==> config.mk <==
export PLATFORM = sky130hd
export DESIGN_NAME = codec_config_volume_stepper
export DESIGN_NICKNAME = d
export VERILOG_FILES = /design/src/rtl/ccv_pkg.sv /design/src/rtl/codec_config_volume_stepper.sv
export SDC_FILE = /design/constraint.sdc
export NUM_CORES = 1
export LEC_CHECK = 0
export BUFFER_PORTS_ARGS = -buffer_cell sky130_fd_sc_hd__buf_2
export CORE_UTILIZATION = 34
export DETAILED_ROUTE_END_ITERATION = 7
export SYNTH_ARGS = -nofsm -noshare
export SYNTH_HDL_FRONTEND = slang
export SYNTH_SLANG_ARGS = --single-unit
==> constraint.sdc <==
create_clock -name clock -period 3.2 [get_ports clock]
set_input_delay 0.16 -clock clock [delete_from_list [all_inputs] [get_ports clock]]
set_output_delay 0.16 -clock clock [all_outputs]
set_load 0.02 [all_outputs]
==> src/rtl/ccv_pkg.sv <==
// Package with timing counts, codec write table and encodings for the codec configurator.
package ccv_pkg;
    // System clock and two-wire bus timing.
    localparam int CLOCK_HZ          = 10_000_000;
    localparam int QUARTER_NS        = 2500;
    localparam int QUARTER_CYCLES    = (QUARTER_NS * (CLOCK_HZ / 1_000_000) + 999) / 1000;
    localparam int DEBOUNCE_US       = 20_000;
    localparam int DEBOUNCE_CYCLES   = DEBOUNCE_US * (CLOCK_HZ / 1_000_000);

    // Codec bus address, arbitrary value.
    localparam logic [6:0] CODEC_ADDR = 7'h1a;

    // Codec control words: 7-bit register index and 9-bit value.
    localparam logic [6:0] REG_RESET   = 7'h0f;
    localparam logic [6:0] REG_LINE_L  = 7'h00;
    localparam logic [6:0] REG_LINE_R  = 7'h01;
    localparam logic [6:0] REG_GAIN    = 7'h02;
    localparam logic [6:0] REG_PATH    = 7'h04;
    localparam logic [6:0] REG_DIGITAL = 7'h05;
    localparam logic [6:0] REG_POWER   = 7'h06;
    localparam logic [6:0] REG_FORMAT  = 7'h07;
    localparam logic [6:0] REG_RATE    = 7'h08;
    localparam logic [6:0] REG_ACTIVE  = 7'h09;
    localparam logic [8:0] VAL_RESET   = 9'h000;
    localparam logic [8:0] VAL_LINE    = 9'h017;
    localparam logic [8:0] VAL_PATH    = 9'h01c; // Line bypass plus microphone side path to line-out.
    localparam logic [8:0] VAL_DIGITAL = 9'h000;
    localparam logic [8:0] VAL_POWER   = 9'h000;
    localparam logic [8:0] VAL_FORMAT  = 9'h042; // Codec is clock master.
    localparam logic [8:0] VAL_RATE48K = 9'h000; // 48 kHz sample rate.
    localparam logic [8:0] VAL_ACTIVE  = 9'h001;
    localparam logic [8:0] GAIN_BASE   = 9'h05b;
    localparam logic [8:0] GAIN_STEP   = 9'h004;

    localparam logic [3:0] TABLE_LEN   = 4'ha;
    localparam logic [3:0] GAIN_SLOT   = 4'h3;
    localparam logic [3:0] VOL_MAX     = 4'h9;
    localparam logic [4:0] FRAME_LAST  = 5'h1a;

    // Bus sequencer states, Gray along idle, start, shift, stop, gap.
    typedef enum logic [2:0] {
        ST_IDLE  = 3'b000,
        ST_START = 3'b001,
        ST_SHIFT = 3'b011,
        ST_STOP  = 3'b010,
        ST_GAP   = 3'b110
    } ccv_state_t;
endpackage : ccv_pkg

==> src/rtl/codec_config_volume_stepper.sv <==
// Codec configurator: two-wire write sequencer, volume stepping and link clock edge detection.
`timescale 1ns/10ps
`default_nettype none

// How it works
// The codec makes bit and channel clocks; here they are only sampled inputs.
// Sample rate and gain are set only through two-wire bus write transactions.
// The configuration sequence programs a fixed 48 kHz sample rate.
// Configuration mixes line-in with microphone-in and routes the sum to line-out.
// Each button press steps to the next of ten levels; presses during a running write merge into one further gain write.
// Volume index runs zero to nine, steps by one, wraps back to zero.
// Button is debounced and edge-detected; no write starts while one is running.
module codec_config_volume_stepper
    import ccv_pkg::*;
#(
    parameter int DEBOUNCE_LEN = DEBOUNCE_CYCLES
) (
    input  wire logic       clock,              // System clock, 10 MHz.
    input  wire logic       reset,              // Synchronous reset, active high.
    input  wire logic       volumeStepButtonN,  // Volume button pin, low while pressed.
    input  wire logic       serialBitClock,     // Bit clock from the codec.
    input  wire logic       channelSelectClock, // Channel clock from the codec.
    input  wire logic       sclIn,              // Bus clock pin level (unused, not sampled).
    output logic            sclOut,             // Bus clock drive value, always low.
    output logic            sclOe,              // Pulls bus clock low while high.
    input  wire logic       sdaIn,              // Bus data pin level.
    output logic            sdaOut,             // Bus data drive value, always low.
    output logic            sdaOe,              // Pulls bus data low while high.
    output logic            configDone,         // Set once the start-up sequence has finished.
    output logic            busy,               // High while a bus write runs.
    output logic            ackError,           // Sticky: the codec missed an acknowledge.
    output logic [3:0]      volumeLevel,        // Current volume index.
    output logic            bitClockRise,       // One-cycle pulse per bit clock rising edge.
    output logic            channelClockRise    // One-cycle pulse per channel clock rising edge.
);

    // Builds one codec control frame with released acknowledge slots from a table entry.
    function automatic logic [26:0] frameOf(input logic [15:0] entry);
        frameOf = {CODEC_ADDR, 1'b0, 1'b1, entry[15:9], entry[8], 1'b1, entry[7:0], 1'b1};
    endfunction : frameOf

    // Start-up table; the gain slot takes the current volume.
    function automatic logic [15:0] tableEntry(input logic [3:0] idx, input logic [3:0] vol);
        case (idx)
            4'h0:    tableEntry = {REG_RESET, VAL_RESET};
            4'h1:    tableEntry = {REG_LINE_L, VAL_LINE};
            4'h2:    tableEntry = {REG_LINE_R, VAL_LINE};
            4'h3:    tableEntry = {REG_GAIN, 9'(GAIN_BASE + GAIN_STEP * vol)};
            4'h4:    tableEntry = {REG_PATH, VAL_PATH};
            4'h5:    tableEntry = {REG_DIGITAL, VAL_DIGITAL};
            4'h6:    tableEntry = {REG_POWER, VAL_POWER};
            4'h7:    tableEntry = {REG_FORMAT, VAL_FORMAT};
            4'h8:    tableEntry = {REG_RATE, VAL_RATE48K};
            default: tableEntry = {REG_ACTIVE, VAL_ACTIVE};
        endcase
    endfunction : tableEntry

    // Synchronisers: stage one feeds stage two only.
    logic [2:0] syncA, syncB, prevB;
    logic       sdaSyncA, sdaSyncB;
    logic       stableButton;
    logic       next_stableButton;
    logic [$clog2(DEBOUNCE_LEN + 1):0] debCount, next_debCount;

    // Sequencer state.
    ccv_state_t state, next_state;
    logic [7:0]  quarterCount, next_quarterCount;
    logic [1:0]  phase, next_phase;
    logic [4:0]  bitCount, next_bitCount;
    logic [26:0] frame, next_frame;
    logic [3:0]  cursor, next_cursor;
    logic        next_configDone, pending, next_pending;
    logic        next_ackError, next_sclOe, next_sdaOe;
    logic [3:0]  next_volumeLevel;
    logic        quarterTick, pressEvent;

    // Pins from outside pass two flops before any use; codec clocks are inputs only.
    always_ff @(posedge clock) begin
        if (reset) begin
            syncA    <= 3'h7;
            syncB    <= 3'h7;
            prevB    <= 3'h7;
            sdaSyncA <= 1'b1;
            sdaSyncB <= 1'b1;
        end else begin
            syncA    <= {volumeStepButtonN, serialBitClock, channelSelectClock};
            syncB    <= syncA;
            prevB    <= syncB;
            sdaSyncA <= sdaIn;
            sdaSyncB <= sdaSyncA;
        end
    end

    assign bitClockRise     = syncB[1] & ~prevB[1];
    assign channelClockRise = syncB[0] & ~prevB[0];

    // Debounce: the button must hold a new level for the full window before it is accepted.
    always_comb begin
        next_stableButton = stableButton;
        next_debCount     = '0;
        if (syncB[2] != stableButton) begin
            next_debCount = debCount + 1'b1;
            if (debCount >= ($bits(debCount))'(DEBOUNCE_LEN - 1)) begin
                next_stableButton = syncB[2];
                next_debCount     = '0;
            end
        end
    end

    always_ff @(posedge clock) begin
        if (reset) begin
            stableButton <= 1'b1;
            debCount     <= '0;
        end else begin
            stableButton <= next_stableButton;
            debCount     <= next_debCount;
        end
    end

    // One press is the single falling edge of the debounced level.
    assign pressEvent  = stableButton & ~next_stableButton;
    assign quarterTick = (quarterCount == 8'(QUARTER_CYCLES - 1));

    // Sequencer: start-up table first, then a single gain write whenever a press is pending.
    always_comb begin
        next_state        = state;
        next_quarterCount = quarterTick ? 8'h00 : quarterCount + 8'h01;
        next_phase        = phase;
        next_bitCount     = bitCount;
        next_frame        = frame;
        next_cursor       = cursor;
        next_configDone   = configDone;
        next_pending      = pending;
        next_ackError     = ackError;
        next_sclOe        = sclOe;
        next_sdaOe        = sdaOe;
        next_volumeLevel  = volumeLevel;
        if (pressEvent) begin
            next_volumeLevel = (volumeLevel == VOL_MAX) ? 4'h0 : volumeLevel + 4'h1;
            next_pending     = 1'b1;
        end
        if (state == ST_IDLE) begin
            next_quarterCount = 8'h00;
            next_phase        = 2'h0;
            next_sclOe        = 1'b0;
            next_sdaOe        = 1'b0;
            // A press while a write runs stays pending; the gain write follows afterwards.
            if (!configDone || pending) begin
                next_state    = ST_START;
                next_bitCount = 5'h00;
                if (configDone) begin
                    next_cursor  = GAIN_SLOT;
                    next_pending = pressEvent; // Set wins if another press lands now.
                    next_frame   = frameOf(tableEntry(GAIN_SLOT, next_volumeLevel));
                end else begin
                    next_frame = frameOf(tableEntry(cursor, volumeLevel));
                end
            end
        end else if (quarterTick) begin
            next_phase = phase + 2'h1;
            case (state)
                ST_START: begin
                    // Data falls while the clock is high.
                    next_sclOe = 1'b0;
                    next_sdaOe = (phase >= 2'h1);
                    if (phase == 2'h3) begin
                        next_state = ST_SHIFT;
                    end
                end
                ST_SHIFT: begin
                    // Clock is pulled low in quarters 0 and 1 and released in quarters 2 and 3.
                    next_sclOe = (phase == 2'h3) || (phase == 2'h0);
                    if (phase == 2'h0) begin
                        // Slot k drives frame bit k; the first slot must not shift, or the top bit is skipped.
                        next_bitCount = bitCount + 5'h01;
                        if (bitCount == 5'h00) begin
                            next_sdaOe = ~frame[26];
                        end else begin
                            next_frame = {frame[25:0], 1'b1};
                            next_sdaOe = ~frame[25];
                        end
                    end
                    // The count is already one ahead here, so slots 8, 17 and 26 read as 9, 18 and 27.
                    if (phase == 2'h2 && (bitCount == 5'h09 || bitCount == 5'h12 || bitCount == FRAME_LAST + 5'h01)) begin
                        next_ackError = ackError | sdaSyncB;
                    end
                    // Data stays released into the stop so it never moves on the falling clock edge.
                    if (phase == 2'h3 && bitCount == FRAME_LAST + 5'h01) begin
                        next_state = ST_STOP;
                    end
                end
                ST_STOP: begin
                    // Clock rises, then data rises while the clock is high.
                    next_sclOe = (phase == 2'h0);
                    next_sdaOe = (phase != 2'h2);
                    if (phase == 2'h3) begin
                        next_sdaOe = 1'b0;
                        next_state = ST_GAP;
                    end
                end
                ST_GAP: begin
                    next_sclOe = 1'b0;
                    next_sdaOe = 1'b0;
                    if (phase == 2'h3) begin
                        next_state = ST_IDLE;
                        if (!configDone) begin
                            next_cursor     = cursor + 4'h1;
                            next_configDone = (cursor == TABLE_LEN - 4'h1);
                        end
                    end
                end
                default: begin
                    next_state = ST_IDLE;
                end
            endcase
        end
    end

    always_ff @(posedge clock) begin
        if (reset) begin
            state        <= ST_IDLE;
            quarterCount <= 8'h00;
            phase        <= 2'h0;
            bitCount     <= 5'h00;
            frame        <= 27'h0;
            cursor       <= 4'h0;
            configDone   <= 1'b0;
            pending      <= 1'b0;
            ackError     <= 1'b0;
            sclOe        <= 1'b0;
            sdaOe        <= 1'b0;
            volumeLevel  <= 4'h0;
        end else begin
            state        <= next_state;
            quarterCount <= next_quarterCount;
            phase        <= next_phase;
            bitCount     <= next_bitCount;
            frame        <= next_frame;
            cursor       <= next_cursor;
            configDone   <= next_configDone;
            pending      <= next_pending;
            ackError     <= next_ackError;
            sclOe        <= next_sclOe;
            sdaOe        <= next_sdaOe;
            volumeLevel  <= next_volumeLevel;
        end
    end

    // Open-drain pins only ever pull low; the bus pull-ups give the high level.
    assign sclOut = 1'b0;
    assign sdaOut = 1'b0;
    assign busy   = (state != ST_IDLE);

endmodule : codec_config_volume_stepper

`default_nettype wire

; ---- Yosys cells after proc, flatten, opt, wreduce, memory -nomap -nowiden
; Index checks and enable logic that the tools add are counted.
[op_classes]
bitwise_logic = 11
eq_ne = 31
n_addsub = 8
reduce_logical = 31
muxes = 42
order_cmp = 2
[ops]
columns = operator, n
row1 = 27-bit two-way mux, 6
row2 = 13-bit one-hot mux with 9 select lines, 1
row3 = 4-bit two-way mux, 9
row4 = 5-bit two-way mux, 5
row5 = 3-bit two-way mux, 7
row6 = 19-bit by 1-bit adder with 19-bit output (second input constant), 1
row7 = 19-bit by 18-bit >= comparator with 1-bit output (second input constant), 1
row8 = 7-bit by 6-bit adder with 8-bit output (first input constant), 2
row9 = 4-bit by 3-bit equality test with 1-bit output (second input constant), 4
row10 = 15-bit two-way mux, 1
row11 = 4-bit equality test (second input constant), 3
row12 = 3-bit inequality test (second input constant), 4
row13 = 3-bit one-hot mux with 4 select lines, 1
row14 = 4-bit AND reduction, 3
row15 = 6-bit AND reduction, 2
row16 = 5-bit equality test (second input constant), 2
row17 = 1-bit two-way mux, 10
row18 = 2-bit nonzero test, 5
row19 = 4-bit by 1-bit adder with 4-bit output (second input constant), 2
row20 = 8-bit by 1-bit adder with 8-bit output (second input constant), 1
row21 = 4-bit by 2-bit equality test with 1-bit output (second input constant), 2
row22 = 8-bit by 5-bit equality test with 1-bit output (second input constant), 1
row23 = 2-bit inequality test (second input constant), 4
row24 = 1-bit NOT, 7
row25 = 29 further kinds, 41
[totals]
word_cells = 144
in_bits = 7
register_bits = 88
out_inout_bits = 13

; ---- Longest topological paths before layout
; Gate-level depths: netlist of the first run.
[logic_depth]
word_depth = 10
depth_mapped = 13
mapped_depth_nobuf = 13

; ---- Least setup slack after synthesis of the first run
; OpenSTA, ideal clock, no wires.
[synth_path]
path_type = register -> register
from = register debCount[9]
to = register frame[6]
n_path_buf = 0
path_stages_with_launch = 13
synth_period_minus_slack_ns = 2.768
arrival_time_ns = 2.635
required_time_ns = 3.068
setup_slack_ns = 0.432
setup_ns = 0.132
path_cell_list = dfxtp_1 > or4b_1 > o41ai_2 > nand3_2 > a31oi_4 > mux2i_1 > ha_1 > inv_1 > ha_1 > nand2_1 > o211ai_1 > o211ai_1 > a21oi_1
[synth_via]
elab_chain_cells = 10
[synth_rtl]
columns = item, line
row1 = "start, declared", codec_config_volume_stepper.sv:63  ; logic [$clog2(DEBOUNCE_LEN + 1):0] debCount, next_debCount;
row2 = "start signal, assigned", codec_config_volume_stepper.sv:116  ; debCount <= next_debCount;
row3 = 19-bit by 18-bit >= comparator with 1-bit output, codec_config_volume_stepper.sv:103  ; if (debCount >= ($bits(debCount))'(DEBOUNCE_LEN - 1)) begin
row4 = 1-bit two-way mux, codec_config_volume_stepper.sv:103
row5 = 1-bit two-way mux, codec_config_volume_stepper.sv:101  ; if (syncB[2] != stableButton) begin
row6 = 1-bit NOT, codec_config_volume_stepper.sv:121  ; assign pressEvent = stableButton & ~next_stableButton;
row7 = 1-bit AND, codec_config_volume_stepper.sv:121
row8 = 4-bit two-way mux, codec_config_volume_stepper.sv:138  ; if (pressEvent) begin
row9 = 7-bit by 6-bit adder with 8-bit output, codec_config_volume_stepper.sv:48  ; 4'h3: tableEntry = {REG_GAIN, 9'(GAIN_BASE + GAIN_STEP * vol)};
row10 = 15-bit two-way mux, codec_config_volume_stepper.sv:151  ; if (configDone) begin
row11 = 27-bit two-way mux, codec_config_volume_stepper.sv:148  ; if (!configDone || pending) begin
row12 = 27-bit two-way mux, codec_config_volume_stepper.sv:142  ; if (state == ST_IDLE) begin
row13 = "end signal, assigned", codec_config_volume_stepper.sv:238  ; frame <= next_frame;
row14 = "end, declared", codec_config_volume_stepper.sv:70  ; logic [26:0] frame, next_frame;
; Every way passes these cells. The select of a mux whose other input is x is not followed.
; A chain may end at the register's enable or synchronous reset.

; ---- Final worst setup path of the first run
; Same ends and word-level chain as after synthesis.

==> results by group, run 1 <==
Timing
  • Worst Clk Skew: 0.00866 ns
  • Unrepaired setup endpoints after global routing: no
  • Max-slew headroom at the worst pin: 35.5%
  • Crit path time final: 3.02 ns
  • Tightest hold margin: 0.0122 ns
  • Fin crit share: a little over nine tenths
  • Finish-stage setup viols: 0
  • Max Fclk: 332 MHz
  • Summed negative setup slack over all endpoints: 0 ns
  • Transition time at the pin with the least slew margin: 0.967 ns
  • Count of pins over their slew limit: 0
  • Endpoints failing hold: 0

Detailed routing
  • Residual DRC count: 0
  • Number of nets with antenna violations after routing: 0
  • Number of detailed-route iterations in the first pass: 4
  • Vias/cell: 5.17
  • DR vias: 3664
  • Overall routed net length: between 9 and 10 mm
  • Wire per inst: 13.5 um
  • Initial detailed-routing violation count: 257

Setup path
  • Launch point of the critical path: debCount[9]
  • Critical Path RT: 3.39 ns
  • Reg2Reg Depth: 12
  • Data arrival, critical path: approximately 3.2 ns
  • Crit-path max FO: 5
  • Capturing element of the worst setup path: frame[6]
  • Capturing element type of the critical path: register
  • Element type at the critical path start: register
  • Worst setup path class: register to register
  • R2R setup slack: 0.18 ns
  • Crit Reg-Reg Startpoint: debCount[9]
  • Critical R2R Capture: frame[6]

Outcome
  • Status: complete, no violations

Final layout
  • Fraction of layout instances using a drive strength above 1: between 10% and 20%
  • Net total in the final layout: 560
  • Leading cell type in the layout, fill and taps excluded: sky130_fd_sc_hd__dfxtp_1
  • Antenna Cells: 0
  • Commonest cells after routing, fill and taps aside: sky130_fd_sc_hd__dfxtp_1, sky130_fd_sc_hd__nor2_1, sky130_fd_sc_hd__nand2_1
  • P&R area growth vs syn: 13.0%

Logic synthesis
  • Post-synthesis area per instance: 8.42 sq um
  • Count of distinct cell types in the synthesized netlist: 70
  • Post-Synthesis Cells: 523
  • Dominant register cell in the synthesized netlist: sky130_fd_sc_hd__dfxtp_1
  • Fraction of synthesized cell area taken by the top area cell type: between 40 and 50%
  • Most area-consuming cells after synthesis: sky130_fd_sc_hd__dfxtp_1, sky130_fd_sc_hd__ha_1, sky130_fd_sc_hd__nor2_1
  • Number of flops mapped to enable cells by yosys: 0
  • Post-synthesis cell area: 0.00440 sq mm
  • Proportion of synthesized chip area in sequential cells: 40.0%
  • Flip-flop and latch count after synthesis: 88
  • Most area-hungry cell type in the Yosys netlist: sky130_fd_sc_hd__dfxtp_1
  • Ys Warns: 0
  • Async set-or-reset flop fraction in the synthesized netlist: 0%

Floorplanning
  • Y dimension of the die: ~120 um
  • Placeable core area: 0.0126 sq mm
  • Chip width: 116 um
  • Die area: about 0.013 sq mm
  • Standard-cell rows: 41
  • Initial core utilization: a little over a third
  • I/O pin cnt: 20

Pwr
  • Static power due to leakage: 1.82 nW
  • IR drop worst, VDD: between 200 and 300 uV
  • Power per unit of standard cell area: 508 mW/mm^2
  • Total power draw: 2.53 mW

Placed design
  • Count of input and output buffers: 16
  • DP HPWL: 6.56 mm
  • Weighted congestion reported at the end of routability-driven placement: 0.843

GRT
  • Global-route wire length before repair: 16.1 mm
  • Vias in the first global route: ~3400
  • Maximum number of pins on one net before global-route repair: 38
  • GRT Resource Usage Total: about 15%
  • Initial antenna violation count: 0
  • Global route overflow: 0

Clock tree
  • Master cell of the clock root buffer: sky130_fd_sc_hd__clkbuf_16
  • Max Root-Sink Buffers: 2
  • Setup Fix Bufs, Post-CTS: 0
  • Number of sinks driven by the clock tree: 88
  • Total CTS buffers: 9
  • Worst-Skew Late Latency: 0.34 ns
  • H-tree levels: 3
  • CTS tree: done
  • Clock transition at the registers of the reported paths: 0.06 ns

Job
  • Number of maximum-capacitance violations: 0

Worst hold path
  • Tightest Hold Check Type: input port to register
## cell usage after synthesis, drive strengths merged, types with 2 or more instances
cell and instances:
buf 7, mux2i 4, a2111o 2, or4 2
o211ai 8, nand4 6, a2111oi 2, nor2b 9
or4b 3, nand2b 2, nor4 3, xnor2 9
a41oi 2, or3 4, o2111ai 3, nor2 61
clkbuf 22, nand3b 2, o21a 2, xor2 21
inv 24, ha 20, a31oi 6, a211o 3
a21oi 36, nand2 46, nand3 25, a211oi 5
and4 5, and3 7, o311ai 2, dfxtp 88
or2 11, o21ai 19, nor3 26, a311oi 5
o21bai 2, a31o 2
## what timing repair did
action | in CTS | in global routing
setup endpoints to repair | 0 | 1
gates resized for setup | 0 | 3
hold buffers | 2 | 0
endpoints found under the hold margin | 2 | 0
## report_power, final
part	leakage [nW]	internal [mW]	switching [mW]
combinational	0.959	0.107	0.209
clock	0.145	0.618	0.413
sequential	0.716	1.15	0.0313
## critical path, cell delays in order, from the launching register on
cell	delay, ns
sky130_fd_sc_hd__dfxtp_1	0.35
sky130_fd_sc_hd__or4b_1	0.59
sky130_fd_sc_hd__o41ai_4	0.38
sky130_fd_sc_hd__nand3_2	0.16
sky130_fd_sc_hd__a31oi_4	0.27
sky130_fd_sc_hd__mux2i_4	0.29
sky130_fd_sc_hd__ha_1	0.17
sky130_fd_sc_hd__inv_1	0.04
sky130_fd_sc_hd__ha_1	0.26
sky130_fd_sc_hd__nand2_1	0.07
sky130_fd_sc_hd__o211ai_1	0.09
sky130_fd_sc_hd__o211ai_1	0.11
sky130_fd_sc_hd__a21oi_1	0.09
## layer usage
layer  track usage (%)  wire [um]
met2              24.3       4450
met1              19.7       4530
met4              7.52        180
met5                 0          0
met3              3.61        417
## metrics by stage
step	setup slack (ns)	util, %	std cells	cell area [sq um]
4_1_cts	0.184	39.2	709	4950
3_3_place_gp	0.270	36.8	692	4640
6_report	0.184	39.4	709	4980
3_5_place_dp	0.188	36.8	692	4640
2_1_floorplan	0.432	-	525	4410
5_1_grt	0.00342	39.4	709	4980
## area by class of cell
type	instances	area [sq um]
inverters	25	93.8
flip-flops and latches	88	1760
multi-input cells	383	2460
well taps	172	215
repair buffers	26	160
clock buffers	11	243
fillers	1303	7640
clock inverters	4	45.0
## how the worst min path moves through the flow
| stage | cells after the start | endpoint | startpoint |
|---|---|---|---|
| 2_1_floorplan | 1 | sdaSyncA | sdaIn |
| 3_3_place_gp | 2 | sdaSyncA | sdaIn |
| 3_5_place_dp | 2 | sdaSyncA | sdaIn |
| 4_1_cts | 2 | syncA[2] | volumeStepButtonN |
| 5_1_grt | 2 | syncA[2] | volumeStepButtonN |
| 6_report | 2 | syncA[2] | volumeStepButtonN |
## sequential cells by signal, summed over array words and instances (netlist names), 3 cells and up
| signal | count |
|---|---|
| frame | 27 |
| quarterCount | 8 |
| state | 3 |
| bitCount | 5 |
| cursor | 4 |
| syncB | 3 |
| syncA | 3 |
| volumeLevel | 4 |
| debCount | 19 |
## cell families after synthesis
| group | after synthesis | share of synthesized area [%] |
|---|---|---|
| mux | 5 | 1.17 |
| simple gates | 215 | 24.4 |
| other cells | 1 | 0.0852 |
| compound gates | 110 | 17.7 |
| fa+ha+maj | 20 | 5.68 |
| xor+xnor | 30 | 5.97 |
| buf+inv | 54 | 5.00 |
| flops | 88 | 40.0 |
Note: power is estimated with default switching activity, not from simulation.
==> run 2: changes to the inputs <==
Settings changed: RECOVER_POWER from default to 50.
==> run 2 against run 1 <==
Compared with the run above: global-route usage stayed put; largest cell class unchanged; sequential share of layout area is 0.35 points higher; fmax is 0.34% lower; core utilization is 0.39 points lower; clock-buffer cell count stayed put; die area stayed put; worst setup slack worse by 0.010 ns; clock skew hardly changed; first-iteration DRC count is 3.5% lower.
==> results by group, run 2 (synthesized netlist as in run 1, its figures left out) <==
Outcome
  • Status: complete, no violations

Timing
  • Worst Clk Skew: between 0.008 and 0.009 ns
  • Max-slew headroom at the worst pin: 24.4%
  • Finish-stage setup viols: 0
  • Crit path time final: about 3.0 ns
  • Count of pins over their slew limit: 0
  • Max Fclk: around 330 MHz
  • Endpoints failing hold: 0
  • Transition time at the pin with the least slew margin: around 1.1 ns
  • Fin crit share: between 90% and 100%
  • Summed negative setup slack over all endpoints: 0 ns
  • Unrepaired setup endpoints after global routing: no

Clock tree
  • Clock transition at the registers of the reported paths: ~0.060 ns
  • Total CTS buffers: 9
  • Number of sinks driven by the clock tree: 88
  • Worst-Skew Late Latency: 0.34 ns
  • Master cell of the clock root buffer: sky130_fd_sc_hd__clkbuf_16
  • Setup Fix Bufs, Post-CTS: 0
  • H-tree levels: 3
  • CTS tree: done
  • Max Root-Sink Buffers: 2

Floorplanning
  • Chip width: 116 um
  • Die area: 0.0134 sq mm
  • Initial core utilization: 34.9%
  • Placeable core area: 0.0126 sq mm
  • Y dimension of the die: between 100 and 150 um
  • Standard-cell rows: 41
  • I/O pin cnt: 20

Pwr
  • Sequential group share of total power: between 40% and 50%
  • IR drop worst, VDD: roughly 280 uV
  • Power per unit of standard cell area: 512 mW/mm^2
  • Net switching power figure: 0.650 mW
  • Static power due to leakage: 1.77 nW
  • Clock network fraction of total power: 40.9%
  • Sw frac: about 26%
  • Power share of the combinational group: between 10% and 20%
  • Internal power: 1.87 mW

Detailed routing
  • Wire per inst: 13.5 um
  • Number of nets with antenna violations after routing: 0
  • DR vias: 3673
  • Residual DRC count: 0
  • Vias/cell: 5.18
  • Overall routed net length: between 9 and 10 mm
  • Number of detailed-route iterations in the first pass: 5
  • Initial detailed-routing violation count: 248

Setup path
  • Element type at the critical path start: register
  • Capturing element type of the critical path: register
  • Critical Path RT: 3.39 ns
  • Crit-path max FO: 5
  • Data arrival, critical path: 3.22 ns
  • Worst setup path class: register to register

Final layout
  • Post-layout utilization of the core: roughly two fifths
  • Commonest cells after routing, fill and taps aside: sky130_fd_sc_hd__dfxtp_1, sky130_fd_sc_hd__nor2_1, sky130_fd_sc_hd__nand2_1
  • Antenna Cells: 0
  • Biggest registers after layout: frame (27), debCount (19), quarterCount (8)
  • Largest register by flop count: frame
  • Fraction of layout instances using a drive strength above 1: 9.50%
  • Net total in the final layout: 560
  • P&R area growth vs syn: 11.9%
  • Leading cell type in the layout, fill and taps excluded: sky130_fd_sc_hd__dfxtp_1
  • Number of flip-flops under the largest register name: 27

GRT
  • Global route overflow: 0
  • GRT Resource Usage Total: 15.4%
  • Most used routing layer in global routing: met2
  • Met1 Track Usage GR: 19.7%
  • Initial antenna violation count: 0
  • Met2 global-route usage: 24.3%
  • Global-route track usage on met3: 3.61%
  • Maximum number of pins on one net before global-route repair: 38
  • Vias in the first global route: 3367
  • Global-route wire length before repair: 16.1 mm

Placed design
  • Weighted congestion reported at the end of routability-driven placement: between 0.8 and 0.9
  • DP HPWL: around 6.6 mm
  • Count of input and output buffers: 16

Worst hold path
  • Tightest Hold Check Type: input port to register

Job
  • Number of maximum-capacitance violations: 0
==> run 2: cell types whose count changed in the layout (fill, tap and decap cells not counted), sizes merged <==
cell    previous run  this run
clkbuf            11        21
buf               24        14
==> run 2: area by class of cell <==
cell class                      count  area (sq um)
Sequential cell                    88          1760
Tap cell                          172           215
Multi-Input combinational cell    383          2420
Clock buffer                       11           243
Clock inverter                      4          45.0
Timing Repair Buffer               26           145
Fill cell                        1315          7690
Inverter                           25          93.8
==> run 2: final timing paths <==
path / slack (ns) / to / cells after the start / start
min reg2reg: 0.40 / syncB[0] / 1 / syncA[0]
max: 0.17 / frame[6] / 12 / debCount[9]
max reg2reg: 0.17 / frame[6] / 12 / debCount[9]
min: 0.01 / syncA[2] / 2 / volumeStepButtonN
==> run 2: per-layer routing <==
layer	vias to the layer above	wire, um
met5	-	0
met4	0	195
met3	15	372
met2	70	4420
met1	1729	4610
li1	1859	-
==> run 2: through the flow <==
stage	hold WS [ns]	cell area [sq um]	total power, mW	setup WS [ns]	instances
3_5_place_dp	0.347	4640	1.52	0.188	692
2_1_floorplan	0.264	4410	1.44	0.432	525
3_3_place_gp	0.345	4640	1.52	0.270	692
6_report	0.0121	4930	2.52	0.174	709
5_1_grt	0.0133	4930	2.65	0.00338	709
4_1_cts	0.00213	4950	2.56	0.184	709
==> run 2: critical path, cell delays in order, from the launching register on <==
cell and delay [ns]:
sky130_fd_sc_hd__dfxtp_1 0.36, sky130_fd_sc_hd__or4b_1 0.59, sky130_fd_sc_hd__o41ai_4 0.38, sky130_fd_sc_hd__nand3_2 0.16
sky130_fd_sc_hd__a31oi_4 0.27, sky130_fd_sc_hd__mux2i_4 0.29, sky130_fd_sc_hd__ha_1 0.17, sky130_fd_sc_hd__inv_1 0.04
sky130_fd_sc_hd__ha_1 0.26, sky130_fd_sc_hd__nand2_1 0.07, sky130_fd_sc_hd__o211ai_1 0.09, sky130_fd_sc_hd__o211ai_1 0.11
sky130_fd_sc_hd__a21oi_1 0.09
==> run 2: power groups by stage <==
stage	clock network, mW	logic [mW]	registers, mW
global route	1.11	0.350	1.19
detailed placement	0	0.314	1.20
finish	1.03	0.311	1.18
CTS	1.06	0.317	1.18
global placement	0	0.312	1.20
floorplan	0	0.247	1.20
==> run 2: what timing repair did <==
action / in CTS / in global routing
hold buffers: 2 / 0
hold endpoints to repair: 2 / 0
gates resized for setup: 0 / 3
setup endpoints to repair: 0 / 1
